File: config.mk
export PLATFORM = sky130hd
export DESIGN_NAME = afc_host
export DESIGN_NICKNAME = d
export VERILOG_FILES = /design/src/verilog/afc_pkg.sv /design/src/verilog/afc_host.sv
export SDC_FILE = /design/constraint.sdc
export NUM_CORES = 1
export LEC_CHECK = 0
export ABC_CLOCK_PERIOD_IN_PS = 2750
export BUFFER_PORTS_ARGS = -buffer_cell sky130_fd_sc_hd__buf_2
export CAP_MARGIN = 20
export CORE_AREA = 2 2 99 101
export DETAILED_ROUTE_END_ITERATION = 12
export DIE_AREA = 0 0 101 103
export PLACE_DENSITY = 0.77
export SLEW_MARGIN = 20
export SYNTH_ARGS = -nofsm -noshare
export SYNTH_HDL_FRONTEND = slang
export SYNTH_SLANG_ARGS = --single-unit
File: constraint.sdc
create_clock -name aclk -period 2.75 [get_ports aclk]
set_input_delay 0.55 -clock aclk [delete_from_list [all_inputs] [get_ports aclk]]
set_output_delay 0.55 -clock aclk [all_outputs]
set_load 0.01 [all_outputs]
File: src/verilog/afc_pkg.sv
// package: constants, timing and carrier types for the fifo-chip host controller
package afc_pkg;
	localparam int AFC_DW        = 9;
	localparam int AFC_DEPTH     = 512;
	localparam int AFC_CLK_NS    = 25;
	// strobe and recovery times in ns
	localparam int AFC_STROBE_NS  = 35;
	localparam int AFC_RECOVER_NS = 10;
	localparam int AFC_REPLAY_NS  = 35;
	localparam int AFC_INIT_NS    = 100;
	localparam int AFC_STROBE_CYC  = (AFC_STROBE_NS + AFC_CLK_NS - 1) / AFC_CLK_NS;
	localparam int AFC_RECOVER_CYC = (AFC_RECOVER_NS + AFC_CLK_NS - 1) / AFC_CLK_NS;
	localparam int AFC_REPLAY_CYC  = (AFC_REPLAY_NS + AFC_CLK_NS - 1) / AFC_CLK_NS;
	localparam int AFC_INIT_CYC    = (AFC_INIT_NS + AFC_CLK_NS - 1) / AFC_CLK_NS;
	localparam int AFC_CNT_W       = 8;
	// register byte offsets
	localparam logic [11:0] AFC_REG_CTRL   = 12'h000;
	localparam logic [11:0] AFC_REG_WDATA  = 12'h004;
	localparam logic [11:0] AFC_REG_RDATA  = 12'h008;
	localparam logic [11:0] AFC_REG_STATUS = 12'h00C;
	// ctrl bits (write 1 to start init, replay, read; chain and first are held levels)
	localparam int AFC_CTRL_INIT   = 0;
	localparam int AFC_CTRL_REPLAY = 1;
	localparam int AFC_CTRL_CHAIN  = 2;
	localparam int AFC_CTRL_FIRST  = 3;
	localparam int AFC_CTRL_READ   = 4;
	// status bits
	localparam int AFC_ST_EMPTY_N = 0;
	localparam int AFC_ST_FULL_N  = 1;
	localparam int AFC_ST_HALF_N  = 2;
	localparam int AFC_ST_BUSY    = 3;
	localparam int AFC_ST_INITED  = 4;
	localparam int AFC_ST_RVALID  = 5;
	localparam logic [1:0] AFC_RESP_OKAY   = 2'h0;
	localparam logic [1:0] AFC_RESP_SLVERR = 2'h2;
	typedef struct packed {
		logic write_n;
		logic read_n;
		logic init_line_n;
		logic replay_n;
		logic chain_in_n;
		logic first_unit_sel_n;
	} afc_strobes_t;
	typedef struct packed {
		logic empty_flag_n;
		logic full_flag_n;
		logic half_flag_n;
	} afc_flags_t;
	typedef enum logic [2:0] {AFC_IDLE, AFC_INIT, AFC_WRITE, AFC_READ, AFC_REPLAY,
		AFC_GAP} afc_state_t;
endpackage

File: src/verilog/afc_host.sv
// host controller that drives a 512x9 strobe fifo chip from axi4-lite registers
// Overview of operation
// - pulse init once before any write
// - chain-in level held during init selects mode
// - replay rewinds read pointer, stand-alone only
// - wait recovery after replay before reading
// - held write completes on next read
// - held read completes on next write
// - wide words share strobes, one flag source
// - first-unit select low marks first device
//
// Implementation choices: the register addresses and the AXI4-Lite register port.
`timescale 1ns/1ps
module afc_host
	import afc_pkg::*;
#(
	parameter int DW = AFC_DW
) (
	input  wire logic             aclk,
	input  wire logic             aresetn,
	input  wire logic [11:0]      s_axi_awaddr,
	input  wire logic             s_axi_awvalid,
	output logic                  s_axi_awready,
	input  wire logic [31:0]      s_axi_wdata,
	input  wire logic [3:0]       s_axi_wstrb,
	input  wire logic             s_axi_wvalid,
	output logic                  s_axi_wready,
	output logic [1:0]            s_axi_bresp,
	output logic                  s_axi_bvalid,
	input  wire logic             s_axi_bready,
	input  wire logic [11:0]      s_axi_araddr,
	input  wire logic             s_axi_arvalid,
	output logic                  s_axi_arready,
	output logic [31:0]           s_axi_rdata,
	output logic [1:0]            s_axi_rresp,
	output logic                  s_axi_rvalid,
	input  wire logic             s_axi_rready,
	output afc_strobes_t          pins,
	output logic [DW-1:0]         data_in_bus,
	input  wire logic [DW-1:0]    data_out_bus,
	input  wire afc_flags_t       flags
);
	afc_flags_t            flag_s1;
	afc_flags_t            flag_s2;
	logic [DW-1:0]         dout_s1;
	logic [DW-1:0]         dout_s2;
	afc_state_t            state;
	afc_state_t            next_state;
	logic [AFC_CNT_W-1:0]  cnt;
	logic [AFC_CNT_W-1:0]  next_cnt;
	logic                  inited;
	logic                  chained;
	logic                  chain_mode;
	logic                  first_unit;
	logic [DW-1:0]         wdata;
	logic [DW-1:0]         rdata;
	logic                  rvalid_flag;
	logic                  wpend;
	logic                  rpend;
	logic                  init_req;
	logic                  replay_req;
	logic                  aw_held;
	logic                  w_held;
	logic [11:0]           aw_addr;
	logic [31:0]           w_data;
	logic [3:0]            w_strb;

	// flags and read data come from another domain
	always_ff @(posedge aclk) begin
		flag_s1 <= flags;
		flag_s2 <= flag_s1;
		dout_s1 <= data_out_bus;
		dout_s2 <= dout_s1;
	end

	// write channel: address and data taken in either order
	wire aw_take = s_axi_awvalid && s_axi_awready;
	wire w_take  = s_axi_wvalid && s_axi_wready;
	wire wr_fire = aw_held && w_held && !s_axi_bvalid;
	wire wr_ctrl = wr_fire && aw_addr == AFC_REG_CTRL && w_strb[0];
	wire wr_wdat = wr_fire && aw_addr == AFC_REG_WDATA && w_strb[0] && w_strb[1];
	wire wr_map  = aw_addr == AFC_REG_CTRL || aw_addr == AFC_REG_WDATA;
	wire rd_take = s_axi_arvalid && s_axi_arready;
	wire rd_rdat = rd_take && s_axi_araddr == AFC_REG_RDATA;
	wire busy    = state != AFC_IDLE || wpend || rpend || init_req || replay_req;
	// strobe phases ending this cycle
	wire wr_done   = state == AFC_WRITE && next_state == AFC_GAP;
	wire rd_done   = state == AFC_READ && next_state == AFC_GAP;
	wire init_done = state == AFC_INIT && next_state == AFC_GAP;

	// unmapped offsets read as zero

	function automatic logic [31:0] rd_mux(input logic [11:0] a);
		case (a)
			AFC_REG_CTRL:   rd_mux = {28'h0, first_unit, chained, 2'h0};
			AFC_REG_WDATA:  rd_mux = {{(32-DW){1'b0}}, wdata};
			AFC_REG_RDATA:  rd_mux = {{(32-DW){1'b0}}, rdata};
			AFC_REG_STATUS: rd_mux = {26'h0, rvalid_flag, inited, busy,
				flag_s2.half_flag_n, flag_s2.full_flag_n, flag_s2.empty_flag_n};
			default:        rd_mux = 32'h0;
		endcase
	endfunction

	function automatic logic rd_ok(input logic [11:0] a);
		rd_ok = a == AFC_REG_CTRL || a == AFC_REG_WDATA || a == AFC_REG_RDATA ||
			a == AFC_REG_STATUS;
	endfunction

	always_ff @(posedge aclk) begin
		if (!aresetn) begin
			s_axi_awready <= 1'b1;
			s_axi_wready  <= 1'b1;
			s_axi_bvalid  <= 1'b0;
			s_axi_bresp   <= AFC_RESP_OKAY;
			aw_held       <= 1'b0;
			w_held        <= 1'b0;
			aw_addr       <= 12'h000;
			w_data        <= 32'h0;
			w_strb        <= 4'h0;
		end else begin
			if (aw_take) begin
				aw_held       <= 1'b1;
				aw_addr       <= s_axi_awaddr;
				s_axi_awready <= 1'b0;
			end
			if (w_take) begin
				w_held       <= 1'b1;
				w_data       <= s_axi_wdata;
				w_strb       <= s_axi_wstrb;
				s_axi_wready <= 1'b0;
			end
			if (wr_fire) begin
				aw_held      <= 1'b0;
				w_held       <= 1'b0;
				s_axi_bvalid <= 1'b1;
				s_axi_bresp  <= wr_map ? AFC_RESP_OKAY : AFC_RESP_SLVERR;
			end
			if (s_axi_bvalid && s_axi_bready) begin
				s_axi_bvalid  <= 1'b0;
				s_axi_awready <= 1'b1;
				s_axi_wready  <= 1'b1;
			end
		end
	end

	always_ff @(posedge aclk) begin
		if (!aresetn) begin
			s_axi_arready <= 1'b1;
			s_axi_rvalid  <= 1'b0;
			s_axi_rdata   <= 32'h0;
			s_axi_rresp   <= AFC_RESP_OKAY;
		end else if (rd_take) begin
			s_axi_arready <= 1'b0;
			s_axi_rvalid  <= 1'b1;
			s_axi_rdata   <= rd_mux(s_axi_araddr);
			s_axi_rresp   <= rd_ok(s_axi_araddr) ? AFC_RESP_OKAY : AFC_RESP_SLVERR;
		end else if (s_axi_rvalid && s_axi_rready) begin
			s_axi_rvalid  <= 1'b0;
			s_axi_arready <= 1'b1;
		end
	end

	// requests latched from software; mode bits steer strap levels
	always_ff @(posedge aclk) begin
		if (!aresetn) begin
			chained     <= 1'b0;
			first_unit  <= 1'b1;
			wdata       <= '0;
			wpend       <= 1'b0;
			rpend       <= 1'b0;
			init_req    <= 1'b0;
			replay_req  <= 1'b0;
			rvalid_flag <= 1'b0;
		end else begin
			if (wr_ctrl) begin
				chained    <= w_data[AFC_CTRL_CHAIN];
				first_unit <= w_data[AFC_CTRL_FIRST];
			end
			if (wr_ctrl && w_data[AFC_CTRL_INIT])
				init_req <= 1'b1;
			else if (state == AFC_INIT)
				init_req <= 1'b0;
			if (wr_ctrl && w_data[AFC_CTRL_REPLAY] && !chain_mode)
				replay_req <= 1'b1;
			else if (state == AFC_REPLAY)
				replay_req <= 1'b0;
			if (wr_wdat && inited) begin
				wdata <= w_data[DW-1:0];
				wpend <= 1'b1;
			end else if (wr_done)
				wpend <= 1'b0;
			if (wr_ctrl && w_data[AFC_CTRL_READ])
				rpend <= 1'b1;
			else if (rd_done)
				rpend <= 1'b0;
			// new capture wins over the read-out clear
			if (rd_done)
				rvalid_flag <= 1'b1;
			else if (rd_rdat)
				rvalid_flag <= 1'b0;
		end
	end

	// strobe sequencer; a strobe, once low, is held until the flag allows it
	always_comb begin
		next_state = state;
		next_cnt   = cnt;
		unique case (state)
			AFC_IDLE: begin
				next_cnt = AFC_CNT_W'(AFC_STROBE_CYC);
				if (init_req)
					next_state = AFC_INIT;
				else if (replay_req)
					next_state = AFC_REPLAY;
				else if (rpend)
					next_state = AFC_READ;
				else if (wpend)
					next_state = AFC_WRITE;
				if (init_req)
					next_cnt = AFC_CNT_W'(AFC_INIT_CYC);
			end
			AFC_WRITE, AFC_READ: begin
				// a held strobe counts only once its flag is high
				if ((state == AFC_WRITE ? flag_s2.full_flag_n : flag_s2.empty_flag_n)
					&& cnt != '0)
					next_cnt = cnt - 1'b1;
				if (cnt == '0) begin
					next_state = AFC_GAP;
					next_cnt   = AFC_CNT_W'(AFC_RECOVER_CYC);
				end
			end
			AFC_INIT: begin
				next_cnt = cnt - 1'b1;
				if (cnt == '0) begin
					next_state = AFC_GAP;
					next_cnt   = AFC_CNT_W'(AFC_RECOVER_CYC);
				end
			end
			AFC_REPLAY: begin
				next_cnt = cnt - 1'b1;
				if (cnt == '0) begin
					next_state = AFC_GAP;
					next_cnt   = AFC_CNT_W'(AFC_REPLAY_CYC);
				end
			end
			AFC_GAP: begin
				next_cnt = cnt - 1'b1;
				if (cnt == '0)
					next_state = AFC_IDLE;
			end
			// unused codes fall back to idle
			default: begin
				next_state = AFC_IDLE;
			end
		endcase
	end

	always_ff @(posedge aclk) begin
		if (!aresetn) begin
			state  <= AFC_IDLE;
			cnt    <= '0;
			inited <= 1'b0;
			rdata  <= '0;
			chain_mode <= 1'b0;
		end else begin
			state <= next_state;
			cnt   <= next_cnt;
			// chip mode is fixed by the init pulse; later ctrl writes cannot move it
			if (init_done) begin
				inited     <= 1'b1;
				chain_mode <= chained;
			end
			if (rd_done)
				rdata <= dout_s2;
		end
	end

	// pins driven from flops
	always_ff @(posedge aclk) begin
		if (!aresetn) begin
			pins        <= '{write_n: 1'b1, read_n: 1'b1, init_line_n: 1'b1,
				replay_n: 1'b1, chain_in_n: 1'b0, first_unit_sel_n: 1'b1};
			data_in_bus <= '0;
		end else begin
			pins.write_n          <= !(next_state == AFC_WRITE);
			pins.read_n           <= !(next_state == AFC_READ);
			pins.init_line_n      <= !(next_state == AFC_INIT);
			pins.replay_n         <= !(next_state == AFC_REPLAY && !chain_mode);
			pins.chain_in_n       <= chained;
			pins.first_unit_sel_n <= chained ? !first_unit : 1'b1;
			// write data frozen while the strobe is low
			if (pins.write_n)
				data_in_bus <= wdata;
		end
	end
endmodule

== Word level (Yosys, flattened, before mapping) ==
Cells that the tools add are included.
W data, S select, Z words.

* Bits in registers: 143
* Bits of input ports: 79
* Logic and storage cells: 146

* $add $sub $neg: 1
* Equal/unequal tests: 15
* Mux-type cells: 31
* Bitwise operators: 1
* Reduce and logical (&&, ||, !) cells: 57

{| class="wikitable"
|+ Operators with widths
! kind !! count
|-
| $pmux W8 S5 || 1
|-
| $pmux W9 S4 || 1
|-
| $mux W8 || 4
|-
| $eq A12 B3 Y1 const B || 2
|-
| $eq A12 B4 Y1 const B || 2
|-
| $logic_not A12 Y1 || 2
|-
| $logic_and A1 B1 Y1 || 23
|-
| $mux W3 || 7
|-
| $mux W1 || 15
|-
| $eq A3 B2 Y1 const B || 4
|-
| $eq A3 B3 Y1 const B || 4
|-
| $reduce_bool A2 Y1 || 6
|-
| $pmux W3 S3 || 1
|-
| $logic_not A8 Y1 || 1
|-
| $logic_or A1 B1 Y1 || 8
|-
| $reduce_bool A8 Y1 || 1
|-
| $sub A8 B1 Y8 const B || 1
|-
| $logic_not A1 Y1 || 7
|-
| $eq A3 B1 Y1 const B || 2
|-
| $reduce_or A2 Y1 || 3
|-
| $reduce_bool A5 Y1 || 1
|-
| $mux W2 || 2
|-
| $reduce_and A2 Y1 || 2
|-
| $reduce_or A4 Y1 || 1
|-
| 4 further kinds || 4
|}

== Logic depth before layout (Yosys ltp) ==
* Depth after elaboration: 9
* Depth in mapped cells: 8
* Depth with buffers taken out: 6

== Worst setup path after synthesis ==
Ideal clock, no wire load.

* Kind: register to register
* Start: register cnt[0]
* End: register pins[2] in the netlist's numbering
* Library setup time: 0.134 ns
* Arrival: 1.883 ns
* Required time: 2.616 ns
* Setup slack: 0.733 ns
* Cell stages (with the launch flop): 8
* Cell sequence: dfxtp_1 > inv_1 > ha_1 > or4b_1 > buf_2 > o31ai_1 > o311ai_1 > or4_1

* Word-level cells in the longest chain between the ends: 6
* Elaborated cells between the ends (all ways): 7
* Those cells by class: eq/ne (1); mux (3); reduce/logical (3)

{| class="wikitable"
|+ RTL lines
! element !! RTL line !! source
|-
| start: declaration || afc_host.sv:49 || <nowiki>logic [AFC_CNT_W-1:0] cnt;</nowiki>
|-
| start signal: assignment || afc_host.sv:267 || <nowiki>cnt <= next_cnt;</nowiki>
|-
| $logic_not A8 Y1 * || n/a ||
|-
| $mux W3 (on tied branches) || n/a ||
|-
| $pmux W3 S3 * || afc_host.sv:208 || <nowiki>unique case (state)</nowiki>
|-
| $eq A3 B3 Y1 * || afc_host.sv:288 || <nowiki>pins.replay_n <= !(next_state == AFC_REPLAY && !chain_mode);</nowiki>
|-
| $logic_and A1 B1 Y1 * || afc_host.sv:288 ||
|-
| $logic_not A1 Y1 * || afc_host.sv:288 ||
|-
| end signal: assignment || afc_host.sv:281 || <nowiki>pins <= '{write_n: 1'b1, read_n: 1'b1, init_line_n: 1'b1,</nowiki>
|-
| end: declaration || afc_host.sv:38 || <nowiki>output afc_strobes_t pins,</nowiki>
|}

Every way passes the cells marked *; elsewhere a longest branch is shown, timed or not.
A chain may end at the register's enable or synchronous reset.

== Final worst setup path ==
Same ends and word-level chain as after synthesis.

==> reports/qor.txt <==
Clock Path Buffers: 2
maximum vdd drop: 516 uV
die area: 0.0104 sq mm
hold path endpoint: dout_s1[8]$_DFF_P_
diode count: 0
Psw: 1.09 mW
Setup crit end kind: flip-flop
sequential group share of total power: 0.428
Synth Register Bits: 118
setup violators final: 0
CTS Hold Bufs: 0
R2R setup slack: 460 ps
Startpoint Class: flip-flop
first-pass GRT wire length: 16,700 um
Starting Density: 0.490
number of global-route vias before repair: 3,644
cell taking the most area after synthesis: dfxtp_1
worst skew pair latency: 510 ps
CP max FO: 6
setup TNS: 0 ps
Pwr Density: 763 mW/mm^2
Final GP Congestion: 0.862
synthesis-to-layout area growth: 20.6%
CTS resizes: 0
Slew @ Worst Pin: 607 ps
Reg clk slew, reported paths: 60 ps
worst min path class: input pin to flip-flop
Synth Warn #: 0
Slew headroom: 0.589
Mapped Area: 0.00464 sq mm
Yosys cell types: 58
grt ovf: 0
root buffer cell: clkbuf_8
Die Wd: 101 um
largest net degree at the start of global routing: 50
Switching Share: 0.255
cell count after synthesis: 503
Gate power share: 0.092
core region area: 0.00946 sq mm
reg2reg path depth: 6
via count: 3,846
Placed Area: 0.00503 sq mm
Post-synth EDFFs: 0
buffer count from post-CTS setup fixing: 0
Min Clock Period, post-route: 2290 ps
RR Startpoint: cnt[0]$_SDFFE_PN0P_
Routed Antenna Nets: 0
die height: 103 um
layout cell share with drive strength beyond 1: 0.226
Final Hold Vio Count: 0
Pleak: 2.38 nW
Max Cap Viol: 0
detailed placer's ending HPWL: 7140 um
status: complete, no violations
# rows: 36
syn avg cell area: 9.22 sq um
residual DRC count: 0
CTS tree: yes
synth top area cells: dfxtp_1, nand2_1, mux2i_1
htree depth: 4
max-slew violation count: 0
RSZ-0062 raised after global routing: false
Most used DFF post-synth: dfxtp_1
final net count: 665
post-route cell area: 0.00560 sq mm
Clock power frac: 0.480
P_int: 3.18 mW
clk sinks: 118
routed vias/inst: 5.41
worst path required time: 3140 ps
cts bufs inserted: 17
gr usage total: 0.206
Iter 0 DRT Violations: 210
part of the Yosys area used for sequential elements: 0.509
hold_sp: data_out_bus[8]
final period utilization: 0.833
Total Routed Length: 10,500 um
Fmax achieved: 437 MHz
Crit Path Class: flip-flop to flip-flop
area share of the largest cell type after synthesis: 0.509
async set or reset register ratio after synthesis: 0
total iterations of the first detailed-routing run: 5
Clock Skews: 10.9 ps
port bufs: 84
antenna violations before repair: 0
hold path depth: 1
io pins: 135
RR Endpoint: pins[2]$_SDFF_PN1_
Routed WL per cell: 14.8 um
Worst EP arrival: 2680 ps
## state kept, by name, summed over array words and instances (netlist names), 2 cells and up
register and count:
pins 6, rdata 9, wdata 9, data_in_bus 9
flag_s2 3, s_axi_rdata 9, w_strb 2, cnt 8
dout_s1 9, aw_addr 12, flag_s1 3, w_data 9
state 3, dout_s2 9
## power groups by stage
stage / Combinational, mW / Sequential, mW / Clock [mW]
after global routing: 0.438 / 1.84 / 2.15
after floorplan: 0.310 / 1.85 / 0
after global placement: 0.375 / 1.86 / 0
after CTS: 0.390 / 1.83 / 2.07
after detailed placement: 0.386 / 1.86 / 0
final: 0.392 / 1.83 / 2.05
## logic make-up (layout without fill, tap and decap cells)
logic type | count (synthesis) | after routing | share of synthesized area
other | 1 | 25 | 0.000809
multiplexers | 37 | 37 | 0.0842
flip-flops | 118 | 118 | 0.509
XOR/XNOR | 1 | 1 | 0.00189
buffers and inverters | 64 | 134 | 0.0745
adder cells (fa/ha/maj) | 2 | 2 | 0.00539
AO/OA/AOI/OAI | 96 | 96 | 0.131
AND/OR/NAND/NOR | 184 | 184 | 0.193
## worst max-delay path by stage
stage	cells past startpoint	startpoint	endpoint	slack (ps)
CTS	6	cnt[0]$_SDFFE_PN0P_	pins[2]$_SDFF_PN1_	460
floorplan	7	cnt[0]$_SDFFE_PN0P_	pins[2]$_SDFF_PN1_	730
detailed placement	6	cnt[0]$_SDFFE_PN0P_	pins[2]$_SDFF_PN1_	470
global route	6	cnt[0]$_SDFFE_PN0P_	pins[2]$_SDFF_PN1_	320
finish	6	cnt[0]$_SDFFE_PN0P_	pins[2]$_SDFF_PN1_	460
global placement	6	cnt[0]$_SDFFE_PN0P_	pins[2]$_SDFF_PN1_	530
## cells in the final DEF, fill, tap and decap left out, types with 3 or more instances in the layout
cell,Yosys,routed
dfxtp_1,118,118
buf_2,3,84
nand2_1,82,82
a21oi_1,39,39
nor2_1,37,37
mux2i_1,30,30
conb_1,1,25
o21ai_0,16,16
clkbuf_16,0,16
inv_1,13,13
and2_1,10,10
nand3_1,8,8
nor4_1,7,7
a22oi_1,7,7
nor3_1,6,6
or3_1,6,6
nand2b_1,6,6
mux2_2,6,6
o31ai_1,6,6
or4_1,5,5
clkinvlp_4,0,5
buf_4,25,5
a2bb2oi_1,3,3
clkbuf_8,0,3
inv_6,0,3
## through the flow
stage | utilization | worst slack [ps] | power [mW] | std cells | hold WS, ps
6_report | 0.592 | 460 | 4.27 | 711 | 136
5_1_grt | 0.592 | 324 | 4.42 | 711 | 113
4_1_cts | 0.592 | 462 | 4.28 | 711 | 124
3_5_place_dp | 0.532 | 471 | 2.25 | 679 | 312
3_3_place_gp | 0.532 | 530 | 2.23 | 679 | 310
2_1_floorplan | - | 733 | 2.16 | 527 | 310
## critical path, cell delays in order, from the launching register on
cell and delay (ps):
dfxtp_1 360, inv_1 130, ha_1 180, or4b_1 610
o31ai_1 270, o311ai_1 190, or4_1 420
## Yosys cell counts (3+ instances only)
master,instances
o31ai_1,6
or4_1,5
nand3_1,8
and2_1,10
nor4_1,7
mux2_2,6
inv_1,13
nor2_1,37
buf_2,3
buf_1,3
dfxtp_1,118
mux2i_1,30
nand2_1,82
o21ai_0,16
a22oi_1,7
nand2b_1,6
nor3_1,6
buf_4,25
or3_1,6
clkbuf_1,19
a21oi_1,39
a2bb2oi_1,3
## area by class of cell
type                            count  area (sq um)
Tap cell                          114           143
Inverter                           13          48.8
Fill cell                         812          3860
Sequential cell                   118          2360
Multi-Input combinational cell    345          2020
Clock inverter                     13           121
Clock buffer                       19           442
Timing Repair Buffer               89           458
## per-layer routing
layer,vias to the layer above,global-route usage,routed length [um]
met4,0,0.0717,167
met2,158,0.354,5340
li1,1854,-,-
met3,15,0.0664,704
met1,1819,0.244,4300
met5,-,0,0
Power figures use the tool's default switching activity.
